==> src/isfe_map.vh <==
// isfe_map.vh: offsets, fields, reset values for the source front end
`ifndef ISFE_MAP_VH
`define ISFE_MAP_VH

// ****************************************
// register byte offsets
// ****************************************
`define ISFE_OFF_SEL0      8'h00
`define ISFE_OFF_SEL1      8'h04
`define ISFE_OFF_AM_EN     8'h08
`define ISFE_OFF_DIR10     8'h0C
`define ISFE_OFF_FLAGS     8'h10
`define ISFE_OFF_PINS      8'h14
`define ISFE_OFF_CMP0      8'h20
`define ISFE_OFF_CMP1      8'h24
`define ISFE_OFF_CMP2      8'h28
`define ISFE_OFF_CMP3      8'h2C

// ****************************************
// reset values
// ****************************************
`define ISFE_RST_SEL0      8'h00
`define ISFE_RST_SEL1      8'h00
`define ISFE_RST_DIR10     4'h0

// ****************************************
// field positions, select register 0
// ****************************************
`define ISFE_S0_TX_SER3    0
`define ISFE_S0_ADC_KEY    1
`define ISFE_S0_CAN_WE     2
`define ISFE_S0_TB3_COL0   6
`define ISFE_S0_TB4_COL1   7
`define ISFE_S0_MASK       8'hC7

// ****************************************
// field positions, select register 1
// ****************************************
`define ISFE_S1_EXT4_SEL   6
`define ISFE_S1_EXT5_SEL   7

// ****************************************
// widths and counts
// ****************************************
`define ISFE_NVEC          11
`define ISFE_NEXT          6
`define ISFE_AW            20
`define ISFE_RESP_OKAY     2'h0
`define ISFE_RESP_SLVERR   2'h2

`endif

==> src/isfe_addr_match.v <==
// isfe_addr_match.v: four instruction-address compare channels
`timescale 1ns/1ns
`include "isfe_map.vh"

module isfe_addr_match (
	input  wire                  clk_sys,
	input  wire                  arst_n,
	input  wire [4*`ISFE_AW-1:0] cmp_addr,
	input  wire [3:0]            cmp_enable,
	input  wire [`ISFE_AW-1:0]   fetch_addr,
	input  wire                  fetch_start,
	input  wire                  fetch_long,
	input  wire                  fetch_external,
	input  wire                  bus_8bit,
	output reg                   am_request,
	output reg  [1:0]            am_channel,
	output reg  [`ISFE_AW-1:0]   am_saved_pc
);

	wire [3:0] hit;
	reg  [1:0] next_chan;
	integer    k;
	genvar     c;

	// ****************************************
	// compare per channel
	// ****************************************
	generate
		for (c = 0; c < 4; c = c + 1) begin : g_ch
			// external fetches excluded on an 8-bit bus
			assign hit[c] = cmp_enable[c] & fetch_start &
				~(fetch_external & bus_8bit) &
				(fetch_addr == cmp_addr[c*`ISFE_AW +: `ISFE_AW]);
		end
	endgenerate

	// lowest channel wins when two compare equal
	always @* begin
		next_chan = 2'h0;
		for (k = 3; k >= 0; k = k - 1) begin
			if (hit[k]) begin
				next_chan = k[1:0];
			end
		end
	end

	// request pulse and saved counter, ignoring mask and level
	always @(posedge clk_sys or negedge arst_n) begin
		if (!arst_n) begin
			am_request  <= 1'b0;
			am_channel  <= 2'h0;
			am_saved_pc <= {`ISFE_AW{1'b0}};
		end else begin
			am_request <= |hit;
			if (|hit) begin
				am_channel <= next_chan;
				if (fetch_long) begin
					am_saved_pc <= fetch_addr + 20'h00002;
				end else begin
					am_saved_pc <= fetch_addr + 20'h00001;
				end
			end
		end
	end

endmodule // isfe_addr_match

==> src/isfe_front_end.v <==
// isfe_front_end.v: interrupt source front end with AXI4-Lite registers
//
// Function
// - six external request pins raise requests on edges chosen by select 1
// - select 1 bit per pin: 0 one edge, 1 both edges
// - ext4 shares slot with serial3/CAN1 transmit; select bit 1 picks ext4
// - ext5 shares slot with CAN1 receive; select bit 1 picks ext5
// - select 0 bit 0: 0 CAN1 transmit, 1 serial channel 3
// - select 0 bit 1: 0 analog conversion, 1 key input
// - select 0 bit 2 routes CAN wake/error onto vectors 7 and 8
// - select 0 bit 6: 0 timer B3, 1 UART0 bus collision
// - select 0 bit 7: 0 timer B4, 1 UART1 bus collision
// - non-maskable pin falling raises an ungated non-maskable request
// - non-maskable pin level readable; pin is no general input
// - key request when any input-direction key pin goes low
// - key request wakes the device from wait or stop
// - while one key pin is low, other falling key pins are ignored
// - falling edge on either CAN receive pin raises wake-up, shared on vector 7 while select 0 bit 2 is 0
// - CAN wake-up only with pin function enable and sleep both 1
// - four compare channels request before the matching instruction runs
// - saved counter is compare address plus 2 or plus 1
// - no address match on external areas with an 8-bit bus
// - accept maskable request only with enable, flag, level above PROCESSOR_PRIORITY_LEVEL
`timescale 1ns/1ns
`include "isfe_map.vh"

module isfe_front_end (
	input  wire                    clk_sys,
	input  wire                    arst_n,
	input  wire [7:0]              s_axi_awaddr,
	input  wire                    s_axi_awvalid,
	output reg                     s_axi_awready,
	input  wire [31:0]             s_axi_wdata,
	input  wire [3:0]              s_axi_wstrb,
	input  wire                    s_axi_wvalid,
	output reg                     s_axi_wready,
	output reg  [1:0]              s_axi_bresp,
	output reg                     s_axi_bvalid,
	input  wire                    s_axi_bready,
	input  wire [7:0]              s_axi_araddr,
	input  wire                    s_axi_arvalid,
	output reg                     s_axi_arready,
	output reg  [31:0]             s_axi_rdata,
	output reg  [1:0]              s_axi_rresp,
	output reg                     s_axi_rvalid,
	input  wire                    s_axi_rready,
	input  wire [5:0]              ext_request_input,
	input  wire [5:0]              edge_polarity_bit,
	input  wire                    nonmaskable_pin_n,
	input  wire [3:0]              key_pin,
	input  wire                    can0_receive_pin,
	input  wire                    can1_receive_pin,
	input  wire [1:0]              can_pin_function_enable,
	input  wire [1:0]              can_sleep,
	input  wire                    can0_error,
	input  wire                    can1_error,
	input  wire                    can1_tx_done,
	input  wire                    can1_rx_done,
	input  wire                    serial3_done,
	input  wire                    adc_done,
	input  wire                    timer_b3_done,
	input  wire                    timer_b4_done,
	input  wire                    uart0_collision,
	input  wire                    uart1_collision,
	input  wire                    cpu_global_enable,
	input  wire [2:0]              processor_priority_level,
	input  wire [3*`ISFE_NVEC-1:0] source_level,
	input  wire [`ISFE_NVEC-1:0]   cpu_accept,
	input  wire [`ISFE_AW-1:0]     fetch_addr,
	input  wire                    fetch_start,
	input  wire                    fetch_long,
	input  wire                    fetch_external,
	input  wire                    bus_8bit,
	output reg  [`ISFE_NVEC-1:0]   request_flag,
	output reg                     maskable_accept,
	output reg                     nmi_request,
	output reg                     key_wakeup,
	output wire                    am_request,
	output wire [1:0]              am_channel,
	output wire [`ISFE_AW-1:0]     am_saved_pc
);

	// ****************************************
	// registers and internal signals
	// ****************************************
	reg  [7:0]               sel0;
	reg  [7:0]               sel1;
	reg  [3:0]               am_enable;
	reg  [3:0]               port10_direction_reg;
	reg  [4*`ISFE_AW-1:0]    address_compare_reg;
	reg                      aw_held;
	reg  [7:0]               aw_addr_q;
	reg                      w_held;
	reg  [31:0]              w_data_q;
	reg  [3:0]               w_strb_q;
	reg                      key_active_q;
	reg  [`ISFE_NVEC-1:0]    next_flag;
	reg  [`ISFE_NVEC-1:0]    set_vec;
	reg  [31:0]              rd_word;
	reg                      rd_ok;
	reg                      wr_ok;
	wire                     wr_go;
	wire [31:0]              wr_mask;
	wire [31:0]              wr_set;
	wire [31:0]              wr_bits;
	wire [`ISFE_NVEC-1:0]    flag_clr;
	wire [`ISFE_NVEC-1:0]    lvl_ok;
	wire [5:0]               ext_fall;
	wire [5:0]               ext_rise;
	wire [5:0]               ext_hit;
	wire [3:0]               key_lvl;
	wire [1:0]               key_lvl_can_unused;
	wire [3:0]               key_fall_unused;
	wire [1:0]               can_fall;
	wire [1:0]               can_wake;
	wire                     nmi_lvl;
	wire                     nmi_fall;
	wire                     key_active;
	integer                  j;
	genvar                   i;

	// ****************************************
	// pin synchronisers
	// ****************************************
	// all pins share one synchroniser module, one instance per group
	isfe_sync_edge #(.W(6)) u_ext (
		.clk_sys (clk_sys),
		.arst_n  (arst_n),
		.pin_in  (ext_request_input),
		.level   (),
		.fall    (ext_fall),
		.rise    (ext_rise)
	);

	isfe_sync_edge #(.W(7)) u_misc (
		.clk_sys (clk_sys),
		.arst_n  (arst_n),
		.pin_in  ({nonmaskable_pin_n, can1_receive_pin,
			can0_receive_pin, key_pin}),
		.level   ({nmi_lvl, key_lvl_can_unused, key_lvl}),
		.fall    ({nmi_fall, can_fall, key_fall_unused}),
		.rise    ()
	);

	// ****************************************
	// edge selection and source routing
	// ****************************************
	generate
		for (i = 0; i < `ISFE_NEXT; i = i + 1) begin : g_ext
			// pin polarity only matters in one-edge mode
			assign ext_hit[i] = sel1[i] ? (ext_rise[i] | ext_fall[i]) :
				(edge_polarity_bit[i] ? ext_rise[i] : ext_fall[i]);
		end
	endgenerate

	// input-direction pins only; a held-low pin masks the rest
	assign key_active = |(~key_lvl & ~port10_direction_reg);
	assign can_wake = can_fall & can_pin_function_enable & can_sleep;

	// per-vector set terms after the shared-slot multiplexers
	always @* begin
		set_vec[3:0] = ext_hit[3:0];
		if (sel1[`ISFE_S1_EXT4_SEL]) begin
			set_vec[4] = ext_hit[4];
		end else if (sel0[`ISFE_S0_TX_SER3]) begin
			set_vec[4] = serial3_done;
		end else begin
			set_vec[4] = can1_tx_done;
		end
		set_vec[5] = sel1[`ISFE_S1_EXT5_SEL] ? ext_hit[5] :
			can1_rx_done;
		// only the low-going change of the combined level counts
		set_vec[6] = sel0[`ISFE_S0_ADC_KEY] ?
			(key_active & ~key_active_q) : adc_done;
		if (sel0[`ISFE_S0_CAN_WE]) begin
			set_vec[7] = can_wake[0] | can0_error;
			set_vec[8] = can_wake[1] | can1_error;
		end else begin
			set_vec[7] = |can_wake;
			set_vec[8] = can0_error | can1_error;
		end
		set_vec[9] = sel0[`ISFE_S0_TB3_COL0] ? uart0_collision :
			timer_b3_done;
		set_vec[10] = sel0[`ISFE_S0_TB4_COL1] ? uart1_collision :
			timer_b4_done;
	end

	// ****************************************
	// request flags and acceptance
	// ****************************************
	assign wr_go    = aw_held & w_held & ~s_axi_bvalid;
	assign wr_mask  = {{8{w_strb_q[3]}}, {8{w_strb_q[2]}},
		{8{w_strb_q[1]}}, {8{w_strb_q[0]}}};
	assign wr_set   = w_data_q & wr_mask;
	assign wr_bits  = wr_set | ~wr_mask;
	// writing 0 clears, writing 1 leaves the flag alone
	assign flag_clr = (wr_go && aw_addr_q == `ISFE_OFF_FLAGS) ?
		~wr_bits[`ISFE_NVEC-1:0] : {`ISFE_NVEC{1'b0}};

	// a set in the clearing cycle wins over the clear
	always @* begin
		next_flag = (request_flag & ~(flag_clr | cpu_accept)) | set_vec;
	end

	generate
		for (i = 0; i < `ISFE_NVEC; i = i + 1) begin : g_acc
			assign lvl_ok[i] = request_flag[i] &
				(source_level[3*i +: 3] > processor_priority_level);
		end
	endgenerate

	always @(posedge clk_sys or negedge arst_n) begin
		if (!arst_n) begin
			request_flag    <= {`ISFE_NVEC{1'b0}};
			maskable_accept <= 1'b0;
			nmi_request     <= 1'b0;
			key_wakeup      <= 1'b0;
			key_active_q    <= 1'b0;
		end else begin
			request_flag    <= next_flag;
			maskable_accept <= cpu_global_enable & (|lvl_ok);
			nmi_request     <= nmi_fall;
			key_wakeup      <= key_active;
			key_active_q    <= key_active;
		end
	end

	// ****************************************
	// address match channels
	// ****************************************
	isfe_addr_match u_am (
		.clk_sys        (clk_sys),
		.arst_n         (arst_n),
		.cmp_addr       (address_compare_reg),
		.cmp_enable     (am_enable),
		.fetch_addr     (fetch_addr),
		.fetch_start    (fetch_start),
		.fetch_long     (fetch_long),
		.fetch_external (fetch_external),
		.bus_8bit       (bus_8bit),
		.am_request     (am_request),
		.am_channel     (am_channel),
		.am_saved_pc    (am_saved_pc)
	);

	// ****************************************
	// AXI4-Lite write path
	// ****************************************
	always @* begin
		case (aw_addr_q)
			`ISFE_OFF_SEL0, `ISFE_OFF_SEL1, `ISFE_OFF_AM_EN,
			`ISFE_OFF_DIR10, `ISFE_OFF_FLAGS, `ISFE_OFF_PINS,
			`ISFE_OFF_CMP0, `ISFE_OFF_CMP1, `ISFE_OFF_CMP2,
			`ISFE_OFF_CMP3: wr_ok = 1'b1;
			default: wr_ok = 1'b0;
		endcase
	end

	// address and data are taken in either order, answered after both
	always @(posedge clk_sys or negedge arst_n) begin
		if (!arst_n) begin
			s_axi_awready <= 1'b1;
			s_axi_wready  <= 1'b1;
			s_axi_bvalid  <= 1'b0;
			s_axi_bresp   <= `ISFE_RESP_OKAY;
			aw_held       <= 1'b0;
			w_held        <= 1'b0;
			aw_addr_q     <= 8'h00;
			w_data_q      <= 32'h00000000;
			w_strb_q      <= 4'h0;
		end else begin
			if (s_axi_awvalid && s_axi_awready) begin
				aw_held       <= 1'b1;
				aw_addr_q     <= {s_axi_awaddr[7:2], 2'b00};
				s_axi_awready <= 1'b0;
			end
			if (s_axi_wvalid && s_axi_wready) begin
				w_held       <= 1'b1;
				w_data_q     <= s_axi_wdata;
				w_strb_q     <= s_axi_wstrb;
				s_axi_wready <= 1'b0;
			end
			if (wr_go) begin
				aw_held      <= 1'b0;
				w_held       <= 1'b0;
				s_axi_bvalid <= 1'b1;
				s_axi_bresp  <= wr_ok ? `ISFE_RESP_OKAY : `ISFE_RESP_SLVERR;
			end
			if (s_axi_bvalid && s_axi_bready) begin
				s_axi_bvalid  <= 1'b0;
				s_axi_awready <= 1'b1;
				s_axi_wready  <= 1'b1;
			end
		end
	end

	// register updates; unassigned select 0 bits are not stored
	always @(posedge clk_sys or negedge arst_n) begin
		if (!arst_n) begin
			sel0                 <= `ISFE_RST_SEL0;
			sel1                 <= `ISFE_RST_SEL1;
			am_enable            <= 4'h0;
			port10_direction_reg <= `ISFE_RST_DIR10;
			address_compare_reg  <= {4*`ISFE_AW{1'b0}};
		end else if (wr_go) begin
			case (aw_addr_q)
				`ISFE_OFF_SEL0: sel0 <= `ISFE_S0_MASK &
					((sel0 & ~wr_mask[7:0]) | wr_set[7:0]);
				`ISFE_OFF_SEL1: sel1 <= (sel1 & ~wr_mask[7:0]) |
					wr_set[7:0];
				`ISFE_OFF_AM_EN: am_enable <=
					(am_enable & ~wr_mask[3:0]) | wr_set[3:0];
				`ISFE_OFF_DIR10: port10_direction_reg <=
					(port10_direction_reg & ~wr_mask[3:0]) | wr_set[3:0];
				default: begin
					for (j = 0; j < 4; j = j + 1) begin
						if (aw_addr_q == `ISFE_OFF_CMP0 + 4*j) begin
							address_compare_reg[j*`ISFE_AW +: `ISFE_AW] <=
								(address_compare_reg[j*`ISFE_AW +: `ISFE_AW] &
								~wr_mask[19:0]) | wr_set[19:0];
						end
					end
				end
			endcase
		end
	end

	// ****************************************
	// AXI4-Lite read path
	// ****************************************
	always @* begin
		rd_ok   = 1'b1;
		rd_word = 32'h00000000;
		case ({s_axi_araddr[7:2], 2'b00})
			`ISFE_OFF_SEL0:  rd_word[7:0] = sel0;
			`ISFE_OFF_SEL1:  rd_word[7:0] = sel1;
			`ISFE_OFF_AM_EN: rd_word[3:0] = am_enable;
			`ISFE_OFF_DIR10: rd_word[3:0] = port10_direction_reg;
			`ISFE_OFF_FLAGS: rd_word[`ISFE_NVEC-1:0] = request_flag;
			// non-maskable pin level is visible here only
			`ISFE_OFF_PINS:  rd_word[8:0] = {key_active, key_lvl,
				3'h0, nmi_lvl};
			`ISFE_OFF_CMP0:  rd_word[19:0] = address_compare_reg[19:0];
			`ISFE_OFF_CMP1:  rd_word[19:0] = address_compare_reg[39:20];
			`ISFE_OFF_CMP2:  rd_word[19:0] = address_compare_reg[59:40];
			`ISFE_OFF_CMP3:  rd_word[19:0] = address_compare_reg[79:60];
			default:         rd_ok = 1'b0;
		endcase
	end

	// one read at a time; data captured when the address is taken
	always @(posedge clk_sys or negedge arst_n) begin
		if (!arst_n) begin
			s_axi_arready <= 1'b1;
			s_axi_rvalid  <= 1'b0;
			s_axi_rdata   <= 32'h00000000;
			s_axi_rresp   <= `ISFE_RESP_OKAY;
		end else if (s_axi_arvalid && s_axi_arready) begin
			s_axi_arready <= 1'b0;
			s_axi_rvalid  <= 1'b1;
			s_axi_rdata   <= rd_word;
			s_axi_rresp   <= rd_ok ? `ISFE_RESP_OKAY : `ISFE_RESP_SLVERR;
		end else if (s_axi_rvalid && s_axi_rready) begin
			s_axi_rvalid  <= 1'b0;
			s_axi_arready <= 1'b1;
		end
	end

endmodule // isfe_front_end

==> src/isfe_sync_edge.v <==
// isfe_sync_edge.v: two-stage pin synchroniser with edge detection
`timescale 1ns/1ns

module isfe_sync_edge #(
	parameter W = 1
) (
	input  wire         clk_sys,
	input  wire         arst_n,
	input  wire [W-1:0] pin_in,
	output wire [W-1:0] level,
	output wire [W-1:0] fall,
	output wire [W-1:0] rise
);

	reg [W-1:0] meta;
	reg [W-1:0] stable;
	reg [W-1:0] prev;

	genvar i;

	// ****************************************
	// per pin: meta feeds only stable
	// ****************************************
	generate
		for (i = 0; i < W; i = i + 1) begin : g_bit
			// idle-high pins, so reset to 1 to avoid a false rise
			always @(posedge clk_sys or negedge arst_n) begin
				if (!arst_n) begin
					meta[i]   <= 1'b1;
					stable[i] <= 1'b1;
					prev[i]   <= 1'b1;
				end else begin
					meta[i]   <= pin_in[i];
					stable[i] <= meta[i];
					prev[i]   <= stable[i];
				end
			end
			assign fall[i] = prev[i] & ~stable[i];
			assign rise[i] = ~prev[i] & stable[i];
		end
	endgenerate

	assign level = stable;

endmodule // isfe_sync_edge
==> config.mk <==
export PLATFORM = sky130hd
export DESIGN_NAME = isfe_front_end
export DESIGN_NICKNAME = d
export VERILOG_FILES = /design/src/isfe_addr_match.v /design/src/isfe_front_end.v /design/src/isfe_sync_edge.v
export VERILOG_INCLUDE_DIRS = /design/src
export SDC_FILE = /design/constraint.sdc
export NUM_CORES = 1
export LEC_CHECK = 0
export BUFFER_PORTS_ARGS = -buffer_cell sky130_fd_sc_hd__buf_2
export CORE_UTILIZATION = 55
export DETAILED_ROUTE_END_ITERATION = 8
export HOLD_SLACK_MARGIN = 0.02
export PLACE_DENSITY = 0.81
export SETUP_SLACK_MARGIN = 0.1
export SLEW_MARGIN = 20
export SYNTH_ARGS = -nofsm -noshare
export SYNTH_HDL_FRONTEND = slang
export SYNTH_HIERARCHICAL = 1
export SYNTH_SLANG_ARGS = --single-unit
==> constraint.sdc <==
create_clock -name clk_sys -period 3 [get_ports clk_sys]
set_input_delay 0.15 -clock clk_sys [delete_from_list [all_inputs] [get_ports clk_sys]]
set_output_delay 0.15 -clock clk_sys [all_outputs]
set_load 0.01 [all_outputs]
==> results.md, run 1 <==
* Status: finished, final reports clean
* Fmax at 0.393 GHz
* Fin crit period at 2.55 ns
* CP startpoint kind: flop
* PortBufs at 210
* Final non-filler cell total at 1607
* Area Overhead vs Synth at 22.9%
* Setup TNS at 0 ns
* Dpl hpwl at 24800 um
* Vias in the first global route at 9732
* CP endpoint kind: flop
* Initial antenna violation count at 0
* Pwr Total at 9.09 mW
* Fillers at 1588
* Pre-CTS setup slack at 0.555 ns
* Post-route ant nets at 0
* Vias at 9681
* Final cycle utilization of the critical path at 84.9%
* Lkg Pwr at 7.19 nW
* First-pass DRT Iterations at 8
* VDD IR max at 0.549 mV
* Internal power at 6.33 mW
* Core ar. at 21800 um2
* Min-delay worst type: primary input to flop
* Most frequent cells in the layout: buf_2 (209), dfrtp_1 (193), mux2_2 (137), dlygate4sd3_1 (78), xnor2_1 (65)
* Nets at 1508
* Cell count after placement at 1485
* Sequential group share of total power at 47.5%
* Max stage delay on crit path at 0.60 ns
* Die footprint at 22900 um2
* Final slew viol count at 0
* Crit path max fanout at 12
* Final wirelength at 35600 um
* Max Root-Sink Buffers at 3
* Clock-pin slew on the worst setup and hold paths at 0.06 ns
* CTS buffer count at 24
* Design Area, Final at 15100 um2
* Post-DP Area at 13400 um2
* Hold_buf cts at 78
* Worst Clk Skew at 0.0319 ns
* Pwr/cell area at 603 nW/um2
* Switching Power at 2.76 mW
* Clock Sinks at 231
* Kind of critical path: flop to flop
* Syn avg cell area at 11.8 um2
* H-tree Lvls at 1
* Syn Inst Count at 1040
* Gr usage total at 31.4%
* Rows at 54
* I/O pins at 242
* Worst skew pair latency at 0.55 ns
* Final WS setup at 0.454 ns
* Clk network pwr share at 34.9%
* Comb power frac at 17.5%
* Worst Path Required at 3.42 ns
* Initial DRC Count at 759
* Max-slew headroom at 41.0%
* Most common cell after layout, fill and taps aside: buf_2
* Die width at 151 um
* GPL Wtd Cong at 0.969
* CTS tree: done
* Crit-path cells: nor2b_1 > nand4_1 > o21ai_0 > o211ai_1 > dlygate4sd3_1
* Sw Share at 30.4%
* RSZ-0062 raised after global routing: false
* Avg WL per Cell at 22.1 um
* # diodes at 0
* Final setup fails at 0
* Synth Cell Area at 12300 um2
* Vias per cell at 6.02
* GRT overflow at 0
* Worst-Margin Slew at 0.885 ns
* # resized after CTS at 0
* Final-report hold violation count at 0
* CP Data Arrival Time at 2.97 ns
* Slowest cell on crit path: dlygate4sd3_1
* Share of cells above drive strength 1 at 37.4%
* Yosys warnings at 6
* Clock root cell: clkbuf_16
* DIE HEIGHT at 151 um
* Largest net degree at the start of global routing at 109
* Initial core utilization at 56.2%
* Post-CTS setup buffer count at 0
* Max Cap Viol at 0
* Drc violations at 0
* First-pass GRT wire length at 54000 um
[through the flow]
stage | hold slack, ns | util (%)
finish | 0.0774 | 69.0
global route | 0.110 | 69.0
CTS | 0.0671 | 69.0
detailed placement | 0.256 | 61.4
global placement | 0.255 | 61.4
floorplan | -0.146 | -
[final timing paths]
kind | from | end | slack [ns] | depth (start not counted)
worst max-delay path | aw_addr_q[2] | request_flag[4] | 0.45 | 5
worst min-delay path | fetch_long | u_am/am_saved_pc[2] | 0.08 | 4
worst max register to register | aw_addr_q[2] | request_flag[4] | 0.45 | 5
worst min register to register | u_ext/meta[5] | u_ext/level[5] | 0.35 | 0
max in group asynchronous | arst_n | s_axi_wready | 1.87 | 3
min in group asynchronous | arst_n | u_am/am_saved_pc[18] | 0.26 | 2
[worst max-delay path, delay by kind of cell, from the launching register on]
family / cells / cell delay [ns]
simple gates: 2 / 0.82
compound gates: 2 / 0.47
buf+inv: 1 / 0.60
flops: 1 / 0.53
[cell type report]
| class | count | area [um2] | share of cell area, % |
|---|---|---|---|
| sequential | 231 | 5830 | 38.7 |
| tap | 280 | 350 | 2.33 |
| inverter | 27 | 101 | 0.673 |
| timing repair buffer | 298 | 1940 | 12.9 |
| clock buffer | 39 | 798 | 5.30 |
| clock inverter | 5 | 80.1 | 0.531 |
| multi-input combinational | 727 | 5970 | 39.6 |
[power by group through the flow]
stage	clock (mW)	sequential (mW)	combinational, mW
after detailed placement	0	4.33	1.43
after global routing	3.34	4.36	1.73
after floorplan	0	4.01	1.01
after CTS	3.21	4.28	1.56
final	3.17	4.32	1.59
after global placement	0	4.29	1.38
[layer usage]
metal	vias to the layer above	routed length, um	GRT usage [%]
met3	79	2640	5.75
li1	4276	-	-
met4	0	1070	10.5
met1	4880	14700	41.2
met5	-	0	0
met2	446	17100	52.3
No activity file was read; power rests on OpenSTA's default activity.
==> run 2, diff against run 1 <==
- clock period: 3 -> 2.56 ns (I/O delays scaled with it)
==> run 2 against run 1 <==
Compared with the run above: cell count is 0.68% higher; count of clock-buffer cells in the layout is 3 lower; setup slack worse by 0.24 ns.
==> results.md, run 2 (synthesis results as in run 1) <==
* Crit-path cells: and2b_2 > a32oi_1 > dlygate4sd3_1 > o211ai_1 > dlygate4sd3_1 (was nor2b_1 > nand4_1 > o21ai_0 > o211ai_1 > dlygate4sd3_1)
* Worst skew pair latency at 0.54 ns (was 0.55 ns)
* Initial antenna violation count at 0 (unchanged)
* Clock root cell: clkbuf_16 (unchanged)
* # diodes at 0 (unchanged)
* Worst-Margin Slew at 0.690 ns (was 0.885 ns)
* Vias in the first global route at 9937 (was 9732)
* I/O pins at 242 (unchanged)
* Final WS setup at 0.215 ns (was 0.454 ns)
* Worst Clk Skew at 0.0126 ns (was 0.0319 ns)
* RSZ-0062 raised after global routing: false (unchanged)
* CTS buffer count at 25 (was 24)
* Vias at 9724 (was 9681)
* Final setup fails at 0 (unchanged)
* Rows at 54 (unchanged)
* Nets at 1518 (was 1508)
* Max-slew headroom at 54.0% (was 41.0%)
* Setup TNS at 0 ns (unchanged)
* Initial DRC Count at 715 (was 759)
* Lkg Pwr at 7.23 nW (was 7.19 nW)
* PortBufs at 210 (unchanged)
* Clock-pin slew on the worst setup and hold paths at 0.06 ns (about the same)
* Final-report hold violation count at 0 (unchanged)
* Kind of critical path: flop to flop (unchanged)
* Max Cap Viol at 0 (unchanged)
* Die footprint at 22900 um2 (unchanged)
* GRT overflow at 0 (unchanged)
* Gr usage total at 31.9% (was 31.4%)
* Status: finished, final reports clean (unchanged)
* Clock Sinks at 231 (unchanged)
* Most common cell after layout, fill and taps aside: buf_2 (unchanged)
* Area Overhead vs Synth at 23.2% (was 22.9%)
* Avg WL per Cell at 22.1 um (about the same)
* Slowest cell on crit path: dlygate4sd3_1 (unchanged)
* Fillers at 1582 (was 1588)
* Largest net degree at the start of global routing at 88 (was 109)
* Crit path buf inv count at 2 (was 1)
* Vias per cell at 6.01 (was 6.02)
* First-pass GRT wire length at 54800 um (was 54000 um)
* Post-route ant nets at 0 (unchanged)
* Share of cells above drive strength 1 at 37.5% (was 37.4%)
* VDD IR max at 0.858 mV (was 0.549 mV)
* H-tree Lvls at 1 (unchanged)
* CP endpoint kind: flop (unchanged)
* First-pass DRT Iterations at 6 (was 8)
* Crit path max fanout at 2 (was 12)
* Pre-CTS setup slack at 0.325 ns (was 0.555 ns)
* Final slew viol count at 0 (unchanged)
* Fin crit period at 2.35 ns (was 2.55 ns)
* CP Data Arrival Time at 2.76 ns (was 2.97 ns)
* Pwr/cell area at 701 nW/um2 (was 603 nW/um2)
* CP startpoint kind: flop (unchanged)
* Max stage delay on crit path at 0.59 ns (was 0.60 ns)
* Dpl hpwl at 25500 um (was 24800 um)
* # resized after CTS at 0 (unchanged)
* Core ar. at 21800 um2 (unchanged)
* Crit path max-delay family: buffers and inverters (was simple AND/OR/NAND/NOR gates)
* Worst Path Required at 2.97 ns (was 3.42 ns)
* Final wirelength at 35800 um (was 35600 um)
* Drc violations at 0 (unchanged)
* GPL Wtd Cong at 1.02 (was 0.969)
* Max Root-Sink Buffers at 3 (unchanged)
* Min-delay worst type: primary input to flop (unchanged)
* Initial core utilization at 56.2% (unchanged)
* CTS tree: done (unchanged)
* Fmax at 0.426 GHz (was 0.393 GHz)
* Die width at 151 um (unchanged)
* Most frequent CP cell: dlygate4sd3_1
* Most frequent cells in the layout: buf_2 (209), dfrtp_1 (193), mux2_2 (137), dlygate4sd3_1 (78), xnor2_1 (65) (unchanged)
* Final cycle utilization of the critical path at 91.6% (was 84.9%)
* DIE HEIGHT at 151 um (unchanged)
## run 2: area by class of cell
cell class / instances / area [um2] / share of cell area [%]
Tap cell: 280 / 350 / 2.32
Inverter: 27 / 101 / 0.671
Multi-Input combinational cell: 727 / 5960 / 39.5
Sequential cell: 231 / 5830 / 38.6
Clock buffer: 36 / 717 / 4.75
Timing Repair Buffer: 307 / 2020 / 13.4
Clock inverter: 10 / 118 / 0.779
## run 2: report_power, final
group / switching, mW / internal (mW)
sequential: 0.845 / 4.21
combinational: 0.904 / 0.974
clock: 1.49 / 2.16
## run 2: tightest hold or removal path, delay by kind of cell
family	cells	cell delay, ns
AND/OR/NAND/NOR	1	0.06
multiplexers	1	0.13
buffers and inverters	1	0.15
AO/OA/AOI/OAI	1	0.06
## run 2: final timing paths
| kind | start | end | slack, ns | depth (start not counted) |
|---|---|---|---|---|
| worst max-delay path | u_misc/level[4] | request_flag[7] | 0.21 | 5 |
| worst min-delay path | fetch_long | u_am/am_saved_pc[2] | 0.05 | 4 |
| worst max register to register | u_misc/level[4] | request_flag[7] | 0.21 | 5 |
| worst min register to register | u_ext/meta[3] | u_ext/level[3] | 0.35 | 0 |
| max in group asynchronous | arst_n | u_ext/meta[0] | 1.51 | 3 |
| min in group asynchronous | arst_n | u_am/am_saved_pc[18] | 0.19 | 2 |
## run 2: repair_timing
action,in CTS,in global routing
setup endpoints to repair,0,8
endpoints found under the hold margin,139,0
setup buffers,0,1
hold buffers,78,0
## run 2: routing by layer
metal / wire length [um] / vias up / global-route usage (%)
li1: - / 4296 / -
met1: 14900 / 4870 / 42.2
met2: 17100 / 454 / 52.6
met3: 2440 / 104 / 5.12
met4: 1320 / 0 / 11.6
met5: 0 / - / 0
## run 2: through the flow
step / utilization (%) / power (mW) / area (um2) / hold slack, ns / instances
global route: 69.2 / 11.0 / 15100 / 0.0545 / 1618
CTS: 69.2 / 10.5 / 15100 / 0.0371 / 1617
global placement: 61.8 / 6.67 / 13500 / 0.172 / 1493
finish: 69.2 / 10.6 / 15100 / 0.0472 / 1618
detailed placement: 61.8 / 6.76 / 13500 / 0.179 / 1493
floorplan: - / 5.88 / 12300 / -0.168 / 1053
